===== src/logic/flash_torch_consts.vh =====
// Constants of the flash and torch mode control block.
// Assumes a 10 MHz ref_clk; times are in ns, counts are derived here.
`ifndef FLASH_TORCH_CONSTS_VH
`define FLASH_TORCH_CONSTS_VH

`define CLK_PERIOD_NS 100
// Least times round up to whole cycles.
`define EN_OFF_BLANK_NS 1100000000
`define EN_OFF_BLANK_CYC \
    ((`EN_OFF_BLANK_NS + `CLK_PERIOD_NS - 1) / `CLK_PERIOD_NS)
`define OPEN_BLANK_NS 65000
`define OPEN_BLANK_CYC ((`OPEN_BLANK_NS + `CLK_PERIOD_NS - 1) / `CLK_PERIOD_NS)
`define OPEN_RETRY_NS 100000000
`define OPEN_RETRY_CYC ((`OPEN_RETRY_NS + `CLK_PERIOD_NS - 1) / `CLK_PERIOD_NS)
`define SHORT_BLANK_NS 30000
`define SHORT_BLANK_CYC \
    ((`SHORT_BLANK_NS + `CLK_PERIOD_NS - 1) / `CLK_PERIOD_NS)
`define SHORT_RETRY_NS 100000000
`define SHORT_RETRY_CYC \
    ((`SHORT_RETRY_NS + `CLK_PERIOD_NS - 1) / `CLK_PERIOD_NS)

// Serial port address and register map.
`define SLAVE_ADDR 7'h5a
`define REG_MASTER 3'h0
`define REG_FLASH 3'h1
`define REG_TORCH 3'h2
`define REG_RESET 8'h00

// Field positions.
`define MASTER_ON_BIT 7
`define MASTER_SHORT_BIT 2
`define MASTER_OPEN_BIT 1
`define MASTER_TSD_BIT 0
`define CTRL_ENABLE_BIT 7
`define TORCH_INHIBIT_BIT 6
`define LEVEL_MSB 4

`endif


===== src/logic/led_fault_retry.v =====
// Fault qualifier with blanking and timed retry for one LED fault kind.
// Assumes fault_seen is already synchronised to clk.
`timescale 1ns/1ps
`default_nettype none
module led_fault_retry #(
    parameter BLANK_CYC = 650,
    parameter RETRY_CYC = 1000000
) (
    input wire clk,
    input wire rst,
    input wire regulating,
    input wire fault_seen,
    output wire force_off
);
    localparam S_WATCH = 3'b001;
    localparam S_BLANK = 3'b010;
    localparam S_RETRY = 3'b100;
    localparam [31:0] BLANK_LAST = BLANK_CYC - 1;
    localparam [31:0] RETRY_LAST = RETRY_CYC - 1;

    reg [2:0] state_q;
    reg [31:0] cnt_q;

    // ----------------------------------------------------------------
    // Blanking and retry sequence
    // ----------------------------------------------------------------
    // The detector only counts while current flows, so a fault seen
    // with the regulator off never trips the sequence.
    always @(posedge clk) begin
        if (rst) begin
            state_q <= S_WATCH;
            cnt_q <= 32'h0000_0000;
        end else begin
            case (state_q)
                S_WATCH: begin
                    cnt_q <= 32'h0000_0000;
                    if (regulating && fault_seen) begin
                        state_q <= S_BLANK;
                    end
                end
                S_BLANK: begin
                    if (!regulating || !fault_seen) begin
                        state_q <= S_WATCH;
                    end else if (cnt_q >= BLANK_LAST) begin
                        state_q <= S_RETRY;
                        cnt_q <= 32'h0000_0000;
                    end else begin
                        cnt_q <= cnt_q + 32'h0000_0001;
                    end
                end
                S_RETRY: begin
                    if (cnt_q >= RETRY_LAST) begin
                        state_q <= S_WATCH;
                    end else begin
                        cnt_q <= cnt_q + 32'h0000_0001;
                    end
                end
                default: begin
                    state_q <= S_WATCH;
                end
            endcase
        end
    end

    assign force_off = state_q[2];
endmodule
`default_nettype wire


===== src/logic/flash_torch_mode_control.v =====
// Mode control of a two channel flash LED driver: enable blanking,
// flash and torch requests, inhibit, serial register port, fault retry.
// Assumes all pins are asynchronous to ref_clk and that rst is power-on.
// Contract
// - Sleep only after enable low one second
// - Enable pin high means standby, ready
// - Software on bit also enables chip
// - Undriven enable pin reads low
// - Flash starts on flash pin rising edge
// - Flash ends when pin and register low
// - Floating flash pin reads low
// - Torch starts on torch pin rising edge
// - Torch ends when pin and register low
// - Inhibit high switches flash to torch level
// - Inhibit low restores flash level
// - Open LED: 65us blank, 100ms retry
// - Serial port runs up to 3.4MHz; the 10 MHz ref_clk oversampling only keeps up with the slower bench link
// - Short LED: off, retry every 100ms
// - Serial slave answers write b4, read b5
// - Soft inhibit bit acts like inhibit pin
// - Flash current is maximum times percentage
`timescale 1ns/1ps
`default_nettype none
`include "flash_torch_consts.vh"
module flash_torch_mode_control #(
    parameter EN_OFF_CYC = `EN_OFF_BLANK_CYC,
    parameter OPEN_RETRY = `OPEN_RETRY_CYC,
    parameter SHORT_RETRY = `SHORT_RETRY_CYC
) (
    input wire ref_clk,
    input wire rst,
    input wire chip_enable_pin,
    input wire flash_request_pin,
    input wire torch_request_pin,
    input wire flash_inhibit_input,
    input wire open_detect,
    input wire short_detect,
    input wire thermal_alarm,
    input wire scl,
    input wire sda_in,
    output wire sda_out,
    output wire sda_oe,
    output wire chip_awake,
    output wire regulator_on,
    output wire flash_active,
    output wire torch_active,
    output wire use_flash_ref,
    output wire [4:0] led_sink_a_level,
    output wire [4:0] led_sink_b_level
);
    localparam NSYNC = 9;
    localparam [NSYNC-1:0] SYNC_IDLE = 9'h030;
    localparam P_IDLE = 5'b00001;
    localparam P_ADDR = 5'b00010;
    localparam P_PTR = 5'b00100;
    localparam P_WR = 5'b01000;
    localparam P_RD = 5'b10000;
    localparam [31:0] EN_OFF_LAST = EN_OFF_CYC - 1;

    // ----------------------------------------------------------------
    // Pin synchronisers
    // ----------------------------------------------------------------
    wire [NSYNC-1:0] pin_raw;
    reg [NSYNC-1:0] meta_q;
    reg [NSYNC-1:0] pin_q;
    assign pin_raw = {thermal_alarm, short_detect, open_detect, sda_in, scl,
                      flash_inhibit_input, torch_request_pin,
                      flash_request_pin, chip_enable_pin};
    genvar gi;
    generate
        for (gi = 0; gi < NSYNC; gi = gi + 1) begin : g_sync
            // Pads hold the control pins low when undriven, while the
            // serial lines idle high on their pull-ups. Each stage starts
            // at its idle level so no false edge follows reset.
            always @(posedge ref_clk) begin
                if (rst) begin
                    meta_q[gi] <= SYNC_IDLE[gi];
                    pin_q[gi] <= SYNC_IDLE[gi];
                end else begin
                    meta_q[gi] <= pin_raw[gi];
                    pin_q[gi] <= meta_q[gi];
                end
            end
        end
    endgenerate

    wire en_s = pin_q[0];
    wire fen_s = pin_q[1];
    wire ten_s = pin_q[2];
    wire fi_s = pin_q[3];
    wire scl_s = pin_q[4];
    wire sda_s = pin_q[5];

    reg fen_d1_q, ten_d1_q, scl_d1_q, sda_d1_q;
    always @(posedge ref_clk) begin
        if (rst) begin
            fen_d1_q <= 1'b0;
            ten_d1_q <= 1'b0;
            scl_d1_q <= 1'b1;
            sda_d1_q <= 1'b1;
        end else begin
            fen_d1_q <= fen_s;
            ten_d1_q <= ten_s;
            scl_d1_q <= scl_s;
            sda_d1_q <= sda_s;
        end
    end

    // ----------------------------------------------------------------
    // Registers, cleared only by power-on reset
    // ----------------------------------------------------------------
    reg soft_on_q;
    reg [7:0] flash_reg_q;
    reg [7:0] torch_reg_q;
    wire short_off, open_off;

    // ----------------------------------------------------------------
    // Chip enable with off blanking
    // ----------------------------------------------------------------
    reg awake_q;
    reg [31:0] en_low_q;
    always @(posedge ref_clk) begin
        if (rst) begin
            awake_q <= 1'b0;
            en_low_q <= 32'h0000_0000;
        end else if (en_s || soft_on_q) begin
            awake_q <= 1'b1;
            en_low_q <= 32'h0000_0000;
        end else if (en_low_q >= EN_OFF_LAST) begin
            awake_q <= 1'b0;
        end else begin
            en_low_q <= en_low_q + 32'h0000_0001;
        end
    end

    // ----------------------------------------------------------------
    // Flash and torch modes
    // ----------------------------------------------------------------
    reg flash_q, torch_q, use_flash_q, reg_on_q;
    reg [4:0] level_q;
    wire flash_reg_en = flash_reg_q[`CTRL_ENABLE_BIT];
    wire torch_reg_en = torch_reg_q[`CTRL_ENABLE_BIT];
    wire inhibit = fi_s || torch_reg_q[`TORCH_INHIBIT_BIT];
    wire flash_now = flash_q && !inhibit;

    always @(posedge ref_clk) begin
        if (rst) begin
            flash_q <= 1'b0;
            torch_q <= 1'b0;
            use_flash_q <= 1'b0;
            level_q <= 5'h00;
            reg_on_q <= 1'b0;
        end else begin
            if (!awake_q) begin
                flash_q <= 1'b0;
            end else if ((fen_s && !fen_d1_q) || flash_reg_en) begin
                flash_q <= 1'b1;
            end else if (!fen_s && !flash_reg_en) begin
                flash_q <= 1'b0;
            end
            if (!awake_q) begin
                torch_q <= 1'b0;
            end else if ((ten_s && !ten_d1_q) || torch_reg_en) begin
                torch_q <= 1'b1;
            end else if (!ten_s && !torch_reg_en) begin
                torch_q <= 1'b0;
            end
            // Inhibit drops both sinks to the torch reference and code;
            // the analog sink scales its maximum by the code.
            use_flash_q <= flash_now;
            level_q <= flash_now ? flash_reg_q[`LEVEL_MSB:0]
                                 : torch_reg_q[`LEVEL_MSB:0];
            reg_on_q <= awake_q && (flash_q || torch_q) && !open_off
                        && !short_off;
        end
    end

    assign chip_awake = awake_q;
    assign regulator_on = reg_on_q;
    assign flash_active = flash_q;
    assign torch_active = torch_q && !flash_q;
    assign use_flash_ref = use_flash_q;
    assign led_sink_a_level = level_q;
    assign led_sink_b_level = level_q;

    // ----------------------------------------------------------------
    // Fault retry sequencers
    // ----------------------------------------------------------------
    led_fault_retry #(
        .BLANK_CYC(`OPEN_BLANK_CYC),
        .RETRY_CYC(OPEN_RETRY)
    ) u_open (
        .clk(ref_clk),
        .rst(rst),
        .regulating(reg_on_q),
        .fault_seen(pin_q[6]),
        .force_off(open_off)
    );

    led_fault_retry #(
        .BLANK_CYC(`SHORT_BLANK_CYC),
        .RETRY_CYC(SHORT_RETRY)
    ) u_short (
        .clk(ref_clk),
        .rst(rst),
        .regulating(reg_on_q),
        .fault_seen(pin_q[7]),
        .force_off(short_off)
    );

    // ----------------------------------------------------------------
    // Serial register slave
    // ----------------------------------------------------------------
    // Oversampling at 10 MHz covers the bench link; full 3.4 MHz needs
    // a faster ref_clk, which only the constants would change.
    reg [4:0] phase_q;
    reg [3:0] bit_q;
    reg [7:0] sh_q;
    reg [2:0] ptr_q;
    reg oe_q;
    reg [7:0] rdata;
    wire scl_rise = scl_s && !scl_d1_q;
    wire scl_fall = !scl_s && scl_d1_q;
    wire start = scl_s && scl_d1_q && !sda_s && sda_d1_q;
    wire stop = scl_s && scl_d1_q && sda_s && !sda_d1_q;
    wire addr_hit = (sh_q[7:1] == `SLAVE_ADDR);

    always @* begin
        rdata = 8'h00;
        case (ptr_q)
            `REG_MASTER: begin
                rdata[`MASTER_ON_BIT] = soft_on_q;
                rdata[`MASTER_SHORT_BIT] = short_off;
                rdata[`MASTER_OPEN_BIT] = open_off;
                rdata[`MASTER_TSD_BIT] = pin_q[8];
            end
            `REG_FLASH: rdata = flash_reg_q;
            `REG_TORCH: rdata = torch_reg_q;
            default: rdata = 8'h00;
        endcase
    end

    always @(posedge ref_clk) begin
        if (rst) begin
            phase_q <= P_IDLE;
            bit_q <= 4'h0;
            sh_q <= 8'h00;
            ptr_q <= 3'h0;
            oe_q <= 1'b0;
            soft_on_q <= 1'b0;
            flash_reg_q <= `REG_RESET;
            torch_reg_q <= `REG_RESET;
        end else if (start) begin
            phase_q <= P_ADDR;
            bit_q <= 4'h0;
            oe_q <= 1'b0;
        end else if (stop) begin
            phase_q <= P_IDLE;
            oe_q <= 1'b0;
        end else if (!phase_q[0] && scl_rise) begin
            if (bit_q < 4'h8) begin
                sh_q <= {sh_q[6:0], sda_s};
                bit_q <= bit_q + 4'h1;
            end else if (bit_q == 4'h9 && phase_q == P_RD && sda_s) begin
                phase_q <= P_IDLE;
                oe_q <= 1'b0;
            end
        end else if (!phase_q[0] && scl_fall) begin
            if (bit_q == 4'h8) begin
                bit_q <= 4'h9;
                case (phase_q)
                    P_ADDR: oe_q <= addr_hit;
                    P_RD: oe_q <= 1'b0;
                    default: oe_q <= 1'b1;
                endcase
            end else if (bit_q == 4'h9) begin
                bit_q <= 4'h0;
                oe_q <= 1'b0;
                case (phase_q)
                    P_ADDR: begin
                        if (!addr_hit) begin
                            phase_q <= P_IDLE;
                        end else if (sh_q[0]) begin
                            phase_q <= P_RD;
                            sh_q <= rdata;
                            oe_q <= ~rdata[7];
                            ptr_q <= ptr_q + 3'h1;
                        end else begin
                            phase_q <= P_PTR;
                        end
                    end
                    P_PTR: begin
                        ptr_q <= sh_q[2:0];
                        phase_q <= P_WR;
                    end
                    P_WR: begin
                        case (ptr_q)
                            `REG_MASTER: soft_on_q <= sh_q[`MASTER_ON_BIT];
                            `REG_FLASH: flash_reg_q <= sh_q;
                            `REG_TORCH: torch_reg_q <= sh_q;
                            default: soft_on_q <= soft_on_q;
                        endcase
                        ptr_q <= ptr_q + 3'h1;
                    end
                    P_RD: begin
                        sh_q <= rdata;
                        oe_q <= ~rdata[7];
                        ptr_q <= ptr_q + 3'h1;
                    end
                    default: phase_q <= P_IDLE;
                endcase
            end else if (phase_q == P_RD) begin
                oe_q <= ~sh_q[7];
            end
        end
    end

    assign sda_out = 1'b0;
    assign sda_oe = oe_q;
endmodule
`default_nettype wire


===== config.mk =====
export PLATFORM = sky130hd
export DESIGN_NAME = flash_torch_mode_control
export DESIGN_NICKNAME = d
export VERILOG_FILES = /design/src/logic/led_fault_retry.v /design/src/logic/flash_torch_mode_control.v
export VERILOG_INCLUDE_DIRS = /design/src /design/src/logic
export SDC_FILE = /design/constraint.sdc
export NUM_CORES = 1
export LEC_CHECK = 0
export BUFFER_PORTS_ARGS = -buffer_cell sky130_fd_sc_hd__buf_2
export CAP_MARGIN = 20
export CELL_PAD_IN_SITES_DETAIL_PLACEMENT = 0
export CELL_PAD_IN_SITES_GLOBAL_PLACEMENT = 1
export CORE_ASPECT_RATIO = 0.9
export CORE_MARGIN = 10
export CORE_UTILIZATION = 40
export DETAILED_ROUTE_END_ITERATION = 10
export PLACE_DENSITY_LB_ADDON = 0.1
export SYNTH_ARGS = -nofsm -noshare
export SYNTH_HDL_FRONTEND = slang
export SYNTH_HIERARCHICAL = 1
export SYNTH_SLANG_ARGS = --single-unit

===== constraint.sdc =====
create_clock -name ref_clk -period 4.7 [get_ports ref_clk]
set_clock_uncertainty 0.1 [all_clocks]
set_input_delay 0.47 -clock ref_clk [delete_from_list [all_inputs] [get_ports ref_clk]]
set_output_delay 0.47 -clock ref_clk [all_outputs]
set_load 0.005 [all_outputs]

==> results of run 1 <==
[final timing paths]
kind	endpoint	slack, ns	cells past startpoint
max	u_open/cnt_q[2]$_SDFFE_PP0P_	1.33	8
min	meta_q[4]$_SDFF_PP1_	0.12	2
max reg2reg	u_open/cnt_q[2]$_SDFFE_PP0P_	1.33	8
min reg2reg	scl_s$_SDFF_PP1_	0.31	1
[worst max-delay path: stages, from the launching register on]
cell	delay (ns)
dfxtp_1	0.37
inv_1	0.08
ha_1	0.17
or3b_1	0.35
a2111o_1	0.44
a311o_1	0.36
a211o_1	0.63
a21oi_4	0.59
a22o_2	0.22
[registers in the layout, indices dropped and copies added, names as in the netlist, 3 cells and up]
signal and count:
flash_reg_q 8, led_sink_a_level 5, meta_q 9, pin_q 3, bit_q 4, u_short/state_q 3
u_short/cnt_q 32, phase_q 5, sh_q 8, ptr_q 3, en_low_q 32, u_open/cnt_q 32
torch_reg_q 8, u_open/state_q 3
[power groups by stage]
| stage | Combinational [W] | Clock (W) | Sequential [W] |
|---|---|---|---|
| final | 0.0000527 | 0.00136 | 0.00148 |
| after detailed placement | 0.0000535 | 0 | 0.00151 |
| after global placement | 0.0000538 | 0 | 0.00151 |
| after floorplan | 0.0000382 | 0 | 0.00151 |
| after CTS | 0.0000540 | 0.00140 | 0.00148 |
| after global routing | 0.0000594 | 0.00146 | 0.00148 |
[logic make-up (layout without fill, tap and decap cells)]
| kind of cell | Yosys count | in the layout | share of synthesized area [%] |
|---|---|---|---|
| AND/OR/NAND/NOR | 450 | 450 | 30.6 |
| AO/OA/AOI/OAI | 235 | 235 | 19.8 |
| flip-flops | 172 | 172 | 41.3 |
| buffers and inverters | 73 | 87 | 4.63 |
| adder cells (fa/ha/maj) | 12 | 12 | 1.80 |
| multiplexers | 9 | 9 | 1.10 |
| XOR/XNOR | 7 | 7 | 0.736 |
| other | 1 | 1 | 0.0450 |
[layout by cell type, fill, tap and decap left out, types with 5 or more instances in the layout]
master,Yosys,routed
a2111oi_0,5,5
nor2_1,78,78
o32ai_1,7,7
inv_1,23,23
nand2b_1,12,12
clkbuf_16,0,17
o31ai_1,10,10
mux2i_1,8,8
dfxtp_1,172,172
a221oi_1,8,8
a311oi_1,6,6
and3_1,11,11
nor2b_1,30,30
a22o_1,14,14
a21o_1,6,6
or2_2,12,12
buf_2,6,25
o21ai_1,10,10
a211oi_1,11,11
buf_4,7,8
nor3_1,36,36
nand3_1,50,50
ha_1,12,12
o21ai_0,30,30
nand4_1,25,25
or3_1,19,19
nand3b_1,7,7
a31oi_1,12,12
nor3b_1,7,6
nor4_1,21,20
and2_1,25,25
a22oi_1,5,5
a21oi_1,65,65
nand2_1,67,67
xnor2_1,5,5
or4_1,10,10
a222oi_1,5,5
and4_1,6,6
[routing by layer]
metal | routed length, µm | part of all wire [%] | vias up
met2 | 8760 | 44 | 94
met4 | 216 | 1.1 | 0
li1 | - | - | 3581
met5 | 0 | 0 | -
met3 | 624 | 3.1 | 14
met1 | 10400 | 52 | 3267
[cell type report]
class	count	area [µm²]	share of cell area, %
well taps	260	325	3.57
clock inverters	9	87.6	0.961
flip-flops and latches	172	3440	37.8
multi-input cells	714	4510	49.5
inverters	23	86.3	0.947
clock buffers	22	474	5.20
repair buffers	33	185	2.03
[metrics by stage]
stage | std cells | util, % | instance area, µm² | setup WS [ns]
finish | 1233 | 44.1 | 9110 | 1.33
floorplan | 959 | - | 8330 | 2.03
global route | 1233 | 44.1 | 9110 | 1.18
CTS | 1233 | 44.1 | 9110 | 1.33
detailed placement | 1202 | 41.4 | 8550 | 1.37
global placement | 1202 | 41.4 | 8550 | 1.39
==> summary.md, run 1 <==
| Metric | Value |
|---|---|
| Status | `finished clean` |
| Hold slack final | `0.125 ns` |
| Most numerous cell in the Yosys netlist | `dfxtp_1` |
| Worst Tran Pin Value | `0.917 ns` |
| First-pass GRT wire length | `33,500 µm` |
| Vias in the first global route | `6,356` |
| N_diodes | `0` |
| Worst-Skew Late Latency | `0.42 ns` |
| Share of the yosys chip area belonging to registers | `41.3%` |
| Crit end category | `flop` |
| RD Place Congestion | `0.796` |
| Sw power | `0.000630 W` |
| Syn_nets | `982` |
| Setup tns final | `0 ns` |
| Hold Violations, Final | `0` |
| Met2 GRT Util | `22.2%` |
| Die Y | `157 µm` |
| Fillers | `2,054` |
| RSZ-0062 raised after global routing | `false` |
| ANT nets after route | `0` |
| Ys async rst share | `0%` |
| Root Buffer Master | `clkbuf_16` |
| Synthesized cell area | `8330 µm²` |
| Clock Path Buffers | `2` |
| Worst-path maximum fanout | `22` |
| EDFF count, synth | `0` |
| Startpoint types | `flop` |
| Main flop type after synthesis | `dfxtp_1` |
| Switching portion of total power | `21.8%` |
| Synth Warn # | `6` |
| Final wirelength | `20,000 µm` |
| Internal power | `0.00226 W` |
| Post-synth top area share | `41.3%` |
| Vias | `6,956` |
| Synthesis-stage register bit count | `172` |
| Initial antenna violation count | `0` |
| Syn_area_per_cell | `8.68 µm²` |
| Hold Crit Class | `input port to flop` |
| GR Util met3 | `3.50%` |
| Largest net degree at the start of global routing | `57` |
| Reg power frac | `51.2%` |
| # setup viols final | `0` |
| Rel. slew slack | `38.7%` |
| Largest area contributor in the netlist | `dfxtp_1` |
| GRT Total Usage | `14.9%` |
| Std-Cell Rows | `50` |
| Post CTS Setup Buffer Count | `0` |
| Post-Syn Instances | `959` |
| Die ar. | `27,000 µm²` |
| Crit Path Class | `flop to flop` |
| Met1 GRT Util | `21.1%` |
| CTS sink count | `172` |
| Total gr overflow | `0` |
| CTS tree | `done` |
| Worst path required time | `4.97 ns` |
| Post-CTS resize count | `0` |
| Initial Util | `40.3%` |
| CP startpoint | `u_open/cnt_q[1]$_SDFFE_PP0P_` |
| Vias/cell | `5.64` |
| Area grow syn2layout | `9.42%` |
| Cts bufs inserted | `17` |
| Placeable core area | `20,600 µm²` |
| Final period util | `71.8%` |
| Iter 0 DRT Violations | `423` |
| Combinational power share | `1.8%` |
| Avg WL per Cell | `16.2 µm` |
| H-tree Lvls | `4` |
| P per Cell Area | `317 nW/µm²` |
| Leak pwr | `3.10 nW` |
| IO buf count | `26` |
| Dpl hpwl | `13,200 µm` |
| First-pass DRT Iterations | `5` |
| Peak supply drop | `206 µV` |
| Count of pins over their slew limit | `0` |
| Netlist cell types | `87` |
| Max cap viols | `0` |
| Hold_buf cts | `0` |
| Hold path startpoint | `scl` |
| Fmax | `296 MHz` |
| Die X | `172 µm` |
| RR Startpoint | `u_open/cnt_q[1]$_SDFFE_PP0P_` |
| Arr. time, crit path | `3.65 ns` |
| # DRC | `0` |
| Synth cell count leaders | `dfxtp_1, nor2_1, nand2_1` |
| Ranking of synthesized cells by area | `dfxtp_1, a21oi_1, nor2_1` |
| Clock Power Share | `47.0%` |
| Worst-path clk slew | `0.06 ns` |
| GRT Max-Usage Layer | `met2` |
| Layout Nets | `984` |
| Share of layout cells above drive strength 1 | `11.3%` |
| Min Tclk post-route | `3.37 ns` |
| Ports | `28` |
| Tot Pwr | `0.00289 W` |
Power figures use the tool's default switching activity.
==> run 2: changes to the inputs <==
- clock period: 4.7 -> 3.14 ns (I/O delays scaled with it)
==> run 2 against run 1 <==
Net effect:
- combinational power up 60%
- first-iteration DRC count up 1.4%
- largest cell class unchanged
- count of clock-buffer cells in the layout down 3
- die area unchanged
- global-route usage up 0.36 points
- sequential power up 49%
- register-to-register slack worse by 1.1 ns
- cell area up 2.3%
- clock power up 63%
- highest routed layer unchanged
==> summary.md, run 2 (synthesis gave the netlist of run 1 again) <==
| Metric | Value |
|---|---|
| Most frequent cells in the layout | `dfxtp_1, nor2_1, nand2_1 (unchanged)` |
| Largest regs | `en_low_q x32, u_open/cnt_q x32, u_short/cnt_q x32 (unchanged)` |
| Vias in the first global route | `6,525 (was 6,356)` |
| CTS sink count | `172 (unchanged)` |
| Area grow syn2layout | `11.9% (was 9.42%)` |
| Reg2reg path depth | `9 (was 8)` |
| # DRC | `0 (unchanged)` |
| Worst path required time | `3.41 ns (was 4.97 ns)` |
| Die X | `172 µm (unchanged)` |
| Placeable core area | `20,600 µm² (unchanged)` |
| Hold EP | `meta_q[6]$_SDFF_PP0_ (was meta_q[4]$_SDFF_PP1_)` |
| Root Buffer Master | `clkbuf_16 (unchanged)` |
| Arr. time, crit path | `3.14 ns (was 3.65 ns)` |
| Share of layout cells above drive strength 1 | `12.8% (was 11.3%)` |
| Initial antenna violation count | `0 (unchanged)` |
| Switching portion of total power | `21.6% (was 21.8%)` |
| Clock Power Share | `49.0% (was 47.0%)` |
| Crit-path cells | `inv_1, ha_1, or3b_1, a2111o_1, a311o_1, a211o_1, buf_4, nand2_1, and2_1 (was inv_1, ha_1, or3b_1, a2111o_1, a311o_1, a211o_1, a21oi_4, a22o_2)` |
| H-tree Lvls | `4 (unchanged)` |
| Most common cell after layout, fill and taps aside | `dfxtp_1 (unchanged)` |
| RR Startpoint | `u_open/cnt_q[1]$_SDFFE_PP0P_ (unchanged)` |
| Clock Path Buffers | `2 (unchanged)` |
| P per Cell Area | `484 nW/µm² (was 317 nW/µm²)` |
| Reg power frac | `49.1% (was 51.2%)` |
| Combinational power share | `1.9% (was 1.8%)` |
| Avg WL per Cell | `16.0 µm (was 16.2 µm)` |
| R2R Setup Slk | `0.27 ns (was 1.33 ns)` |
| Non-filler cells, final | `1,252 (was 1,233)` |
| First-pass GRT wire length | `33,900 µm (was 33,500 µm)` |
| CTS tree | `done (unchanged)` |
| Worst-path clk slew | `0.06 ns (about the same)` |
| Min Tclk post-route | `2.87 ns (was 3.37 ns)` |
| Dpl hpwl | `13,800 µm (was 13,200 µm)` |
| Final wirelength | `20,100 µm (was 20,000 µm)` |
| Crit Path Class | `flop to flop (unchanged)` |
| ANT nets after route | `0 (unchanged)` |
| Std-Cell Rows | `50 (unchanged)` |
| RD Place Congestion | `0.774 (was 0.796)` |
| Initial Util | `40.3% (unchanged)` |
| Worst path buffer plus inverter count | `2 (was 1)` |
| Post-CTS resize count | `0 (unchanged)` |
| Vias/cell | `5.62 (was 5.64)` |
| Slowest cell on the critical path | `a2111o_1 (was a211o_1)` |
| Worst-path maximum fanout | `10 (was 22)` |
| Cts bufs inserted | `17 (unchanged)` |
| Count of pins over their slew limit | `0 (unchanged)` |
| Vias | `7,039 (was 6,956)` |
| Max cap viols | `0 (unchanged)` |
| Worst-Skew Late Latency | `0.43 ns (was 0.42 ns)` |
| N_diodes | `0 (unchanged)` |
| # setup viols final | `0 (unchanged)` |
| Inst Count DP | `1,217 (was 1,202)` |
| Hold_buf cts | `4 (was 0)` |
| Delay-heaviest family, CP | `compound AO/OA/AOI/OAI gates (unchanged)` |
| Max stage delay on crit path | `0.44 ns (was 0.63 ns)` |
| Worst Tran Pin Value | `0.877 ns (was 0.917 ns)` |
| Hold Violations, Final | `0 (unchanged)` |
| Startpoint types | `flop (unchanged)` |
| Area post-placement | `8660 µm² (was 8550 µm²)` |
| Sw power | `0.000975 W (was 0.000630 W)` |
| IO buf count | `26 (unchanged)` |
| Final period util | `91.4% (was 71.8%)` |
| Post CTS Setup Buffer Count | `0 (unchanged)` |
| Die ar. | `27,000 µm² (unchanged)` |
| Iter 0 DRT Violations | `429 (was 423)` |
| Peak supply drop | `268 µV (was 206 µV)` |
| Total gr overflow | `0 (unchanged)` |
| Hold depth | `2 (unchanged)` |
| Rel. slew slack | `41.4% (was 38.7%)` |
| First-pass DRT Iterations | `5 (unchanged)` |
| Worst reg2reg path endpoint | `u_open/cnt_q[22]$_SDFFE_PP0P_ (was u_open/cnt_q[2]$_SDFFE_PP0P_)` |
| Hold path startpoint | `open_detect (was scl)` |
| Ports | `28 (unchanged)` |
| Status | `finished clean (unchanged)` |
| Setup tns final | `0 ns (unchanged)` |
| Hold Crit Class | `input port to flop (unchanged)` |
| Largest net degree at the start of global routing | `44 (was 57)` |
| Crit end category | `flop (unchanged)` |
| Leak pwr | `3.24 nW (was 3.10 nW)` |
| Internal power | `0.00353 W (was 0.00226 W)` |
| Fin area | `9320 µm² (was 9110 µm²)` |
| RSZ-0062 raised after global routing | `false (unchanged)` |
| Die Y | `157 µm (unchanged)` |
| Fmax | `348 MHz (was 296 MHz)` |
| Layout Nets | `1,003 (was 984)` |
| GRT Total Usage | `15.3% (was 14.9%)` |
-- run 2: power by group through the flow --
stage | sequential, W | combinational (W) | clock, W
after floorplan | 0.00226 | 0.0000571 | 0
after global placement | 0.00226 | 0.0000828 | 0
after detailed placement | 0.00226 | 0.0000824 | 0
after CTS | 0.00221 | 0.0000863 | 0.00228
after global routing | 0.00221 | 0.0000954 | 0.00236
final | 0.00221 | 0.0000845 | 0.00221
-- run 2: final cells by class --
type,instances,area [µm²]
multi-input combinational,714,4510
timing repair buffer,52,338
sequential,172,3440
fill,2062,11300
inverter,23,86.3
clock buffer,19,453
clock inverter,12,161
tap,260,325
-- run 2: how the worst max path moves through the flow --
stage	start	endpoint	slack, ns	depth (start not counted)
detailed placement	u_open/cnt_q[1]$_SDFFE_PP0P_	u_open/cnt_q[22]$_SDFFE_PP0P_	0.28	9
CTS	u_open/cnt_q[1]$_SDFFE_PP0P_	u_open/cnt_q[22]$_SDFFE_PP0P_	0.26	9
global route	u_open/cnt_q[1]$_SDFFE_PP0P_	u_open/cnt_q[22]$_SDFFE_PP0P_	0.12	9
global placement	u_open/cnt_q[1]$_SDFFE_PP0P_	u_open/cnt_q[28]$_SDFFE_PP0P_	0.33	9
floorplan	u_open/cnt_q[1]$_SDFFE_PP0P_	u_open/cnt_q[19]$_SDFFE_PP0P_	0.47	9
finish	u_open/cnt_q[1]$_SDFFE_PP0P_	u_open/cnt_q[22]$_SDFFE_PP0P_	0.27	9
-- run 2: routing by layer --
layer	part of all wire, %	global-route usage (%)
met5	0	0
met4	0.72	4.43
met3	3.1	3.38
met2	44	22.3
met1	52	22.0
-- run 2: worst register-to-register path: stages (launching register included) --
cell and delay [ns]:
dfxtp_1 0.37, inv_1 0.09, ha_1 0.17, or3b_1 0.35, a2111o_1 0.44, a311o_1 0.35
a211o_1 0.35, buf_4 0.20, nand2_1 0.22, and2_1 0.17
-- run 2: stage by stage --
stage          hold slack [ns]  total power, W  worst slack [ns]  utilization, %
4_1_cts                0.00369         0.00458             0.256            45.1
6_report                0.0116         0.00451             0.270            45.1
2_1_floorplan            0.283         0.00231             0.466               -
3_5_place_dp             0.295         0.00234             0.284            42.0
3_3_place_gp             0.291         0.00234             0.332            42.0
5_1_grt                0.00489         0.00467             0.121            45.1
==> run 3: changes to the inputs <==
- clock period: 3.14 -> 3.3 ns (I/O delays scaled with it)
==> run 3 against run 2 <==
Net effect:
- via count shrank 1.0%
- flip-flop and latch count is the same
- non-clock buffer count shrank 6
- clock power shrank 8%
- sequential power shrank 5%
- critical path type unchanged
==> summary.md, run 3 (synthesis gave the netlist of run 1 again) <==
| Metric | Value |
|---|---|
| Worst-path clk slew | `0.07 ns (was 0.06 ns)` |
| Hold depth | `2 (unchanged)` |
| Hold EP | `meta_q[0]$_SDFF_PP0_ (was meta_q[6]$_SDFF_PP0_)` |
| Vias | `6,967 (was 7,039)` |
| Most common cell after layout, fill and taps aside | `dfxtp_1 (unchanged)` |
| Clock Power Share | `48.3% (was 49.0%)` |
| Crit end category | `flop (unchanged)` |
| Hold Violations, Final | `0 (unchanged)` |
| Met2 GRT Util | `22.5% (was 22.3%)` |
| Post-CTS resize count | `0 (unchanged)` |
| Max cap viols | `0 (unchanged)` |
| Met1 GRT Util | `21.1% (was 22.0%)` |
| Final worst-path setup slack | `0.278 ns (was 0.270 ns)` |
| Hold Crit Class | `input port to flop (unchanged)` |
| Area grow syn2layout | `11.1% (was 11.9%)` |
| Arr. time, crit path | `3.30 ns (was 3.14 ns)` |
| First-pass GRT wire length | `33,400 µm (was 33,900 µm)` |
| Fin area | `9250 µm² (was 9320 µm²)` |
| Worst-Skew Late Latency | `0.43 ns (about the same)` |
| Reg2reg path depth | `9 (unchanged)` |
| Hold path startpoint | `chip_enable_pin (was open_detect)` |
| Iter 0 DRT Violations | `447 (was 429)` |
| Cts bufs inserted | `17 (unchanged)` |
| Initial antenna violation count | `0 (unchanged)` |
| Min Tclk post-route | `3.02 ns (was 2.87 ns)` |
| Switching portion of total power | `22.3% (was 21.6%)` |
| Final wirelength | `20,100 µm (about the same)` |
| Clock Path Buffers | `2 (unchanged)` |
| Final period util | `91.6% (was 91.4%)` |
| Dpl hpwl | `13,600 µm (was 13,800 µm)` |
| # setup viols final | `0 (unchanged)` |
| ANT nets after route | `0 (unchanged)` |
| R2R Setup Slk | `0.28 ns (was 0.27 ns)` |
| Worst reg2reg path endpoint | `u_open/cnt_q[4]$_SDFFE_PP0P_ (was u_open/cnt_q[22]$_SDFFE_PP0P_)` |
| Post-layout util | `44.8% (was 45.1%)` |
| First-pass DRT Iterations | `5 (unchanged)` |
| Max stage delay on crit path | `0.48 ns (was 0.44 ns)` |
| Post CTS Setup Buffer Count | `0 (unchanged)` |
| Die X | `172 µm (unchanged)` |
| Total gr overflow | `0 (unchanged)` |
| Avg WL per Cell | `16.1 µm (was 16.0 µm)` |
| Root Buffer Master | `clkbuf_16 (unchanged)` |
| Reg power frac | `49.8% (was 49.1%)` |
| Share of layout cells above drive strength 1 | `12.4% (was 12.8%)` |
| Combinational power share | `1.9% (about the same)` |
| Status | `finished clean (unchanged)` |
| Layout Nets | `997 (was 1,003)` |
| Ports | `28 (unchanged)` |
| Internal power | `0.00328 W (was 0.00353 W)` |
| Largest regs | `en_low_q x32, u_open/cnt_q x32, u_short/cnt_q x32 (unchanged)` |
| Slowest cell on the critical path | `a211o_1 (was a2111o_1)` |
| Sw power | `0.000941 W (was 0.000975 W)` |
| Fillers | `2,067 (was 2,062)` |
| Die ar. | `27,000 µm² (unchanged)` |
| CP startpoint | `u_open/cnt_q[1]$_SDFFE_PP0P_ (unchanged)` |
| Pre-CTS setup slack | `0.285 ns (was 0.284 ns)` |
| # DRC | `0 (unchanged)` |
| RD Place Congestion | `0.755 (was 0.774)` |
| CTS sink count | `172 (unchanged)` |
| GRT Max-Usage Layer | `met2 (unchanged)` |
| Worst Tran Pin Value | `0.840 ns (was 0.877 ns)` |
| CTS tree | `done (unchanged)` |
| GRT Total Usage | `15.1% (was 15.3%)` |
| Leak pwr | `3.19 nW (was 3.24 nW)` |
| Std-Cell Rows | `50 (unchanged)` |
| Hold slack final | `0.0270 ns (was 0.0116 ns)` |
| IO buf count | `26 (unchanged)` |
| Crit-path cells | `inv_1, ha_1, or3b_1, a2111o_1, a311o_1, a211o_1, buf_4, o21ai_0, a22o_1 (was inv_1, ha_1, or3b_1, a2111o_1, a311o_1, a211o_1, buf_4, nand2_1, and2_1)` |
| Count of pins over their slew limit | `0 (unchanged)` |
| RSZ-0062 raised after global routing | `false (unchanged)` |
| Worst path required time | `3.58 ns (was 3.41 ns)` |
| Initial Util | `40.3% (unchanged)` |
| Most frequent cells in the layout | `dfxtp_1, nor2_1, nand2_1 (unchanged)` |
| Hold_buf cts | `3 (was 4)` |
| N_diodes | `0 (unchanged)` |
| Largest net degree at the start of global routing | `64 (was 44)` |
| Fmax | `331 MHz (was 348 MHz)` |
| Vias/cell | `5.59 (was 5.62)` |
| H-tree Lvls | `4 (unchanged)` |
| Startpoint types | `flop (unchanged)` |
| Rel. slew slack | `43.9% (was 41.4%)` |
| RR Startpoint | `u_open/cnt_q[1]$_SDFFE_PP0P_ (unchanged)` |
| GR Util met3 | `3.60% (was 3.38%)` |
| Setup tns final | `0 ns (unchanged)` |
| Peak supply drop | `264 µV (was 268 µV)` |
| P per Cell Area | `457 nW/µm² (was 484 nW/µm²)` |
| Placeable core area | `20,600 µm² (unchanged)` |
| Area post-placement | `8630 µm² (was 8660 µm²)` |
| Die Y | `157 µm (unchanged)` |
| Vias in the first global route | `6,434 (was 6,525)` |
| Crit Path Class | `flop to flop (unchanged)` |
| Worst-path maximum fanout | `12 (was 10)` |
-- run 3: stage by stage --
stage | power, W | instances
after global placement | 0.00223 | 1212
after CTS | 0.00429 | 1246
after detailed placement | 0.00223 | 1212
after global routing | 0.00437 | 1246
after floorplan | 0.00220 | 959
final | 0.00422 | 1246
-- run 3: layout make-up --
type	instances	area (µm²)	area share, %
Multi-Input combinational cell	714	4510	48.8
Clock buffer	19	453	4.90
Tap cell	260	325	3.52
Inverter	23	86.3	0.933
Timing Repair Buffer	46	290	3.14
Clock inverter	12	140	1.52
Sequential cell	172	3440	37.2
-- run 3: how the worst max path moves through the flow --
stage | slack [ns] | to
floorplan | 0.63 | u_open/cnt_q[19]$_SDFFE_PP0P_
global placement | 0.33 | u_open/cnt_q[16]$_SDFFE_PP0P_
detailed placement | 0.29 | u_open/cnt_q[4]$_SDFFE_PP0P_
CTS | 0.25 | u_open/cnt_q[4]$_SDFFE_PP0P_
global route | 0.10 | u_open/cnt_q[4]$_SDFFE_PP0P_
finish | 0.28 | u_open/cnt_q[4]$_SDFFE_PP0P_
-- run 3: critical path, delay by kind of cell (launching register included) --
kind,cells,cell delay (ns)
AOI/OAI and AO/OA,5,1.62
adders and majority gates,1,0.18
buffers and inverters,2,0.36
DFF,1,0.38
and+or+nand+nor,1,0.34
-- run 3: routing by layer --
layer  vias to the layer above  share of wire, %
met4                         0              0.93
met3                        13               2.5
li1                       3603                 -
met5                         -                 0
met2                        74                44
met1                      3277                53
-- run 3: power groups by stage --
stage / clock [W] / sequential (W) / combinational, W
CTS: 0.00210 / 0.00210 / 0.0000807
detailed placement: 0 / 0.00215 / 0.0000779
finish: 0.00204 / 0.00210 / 0.0000790
global route: 0.00218 / 0.00211 / 0.0000897
global placement: 0 / 0.00215 / 0.0000775
floorplan: 0 / 0.00215 / 0.0000544
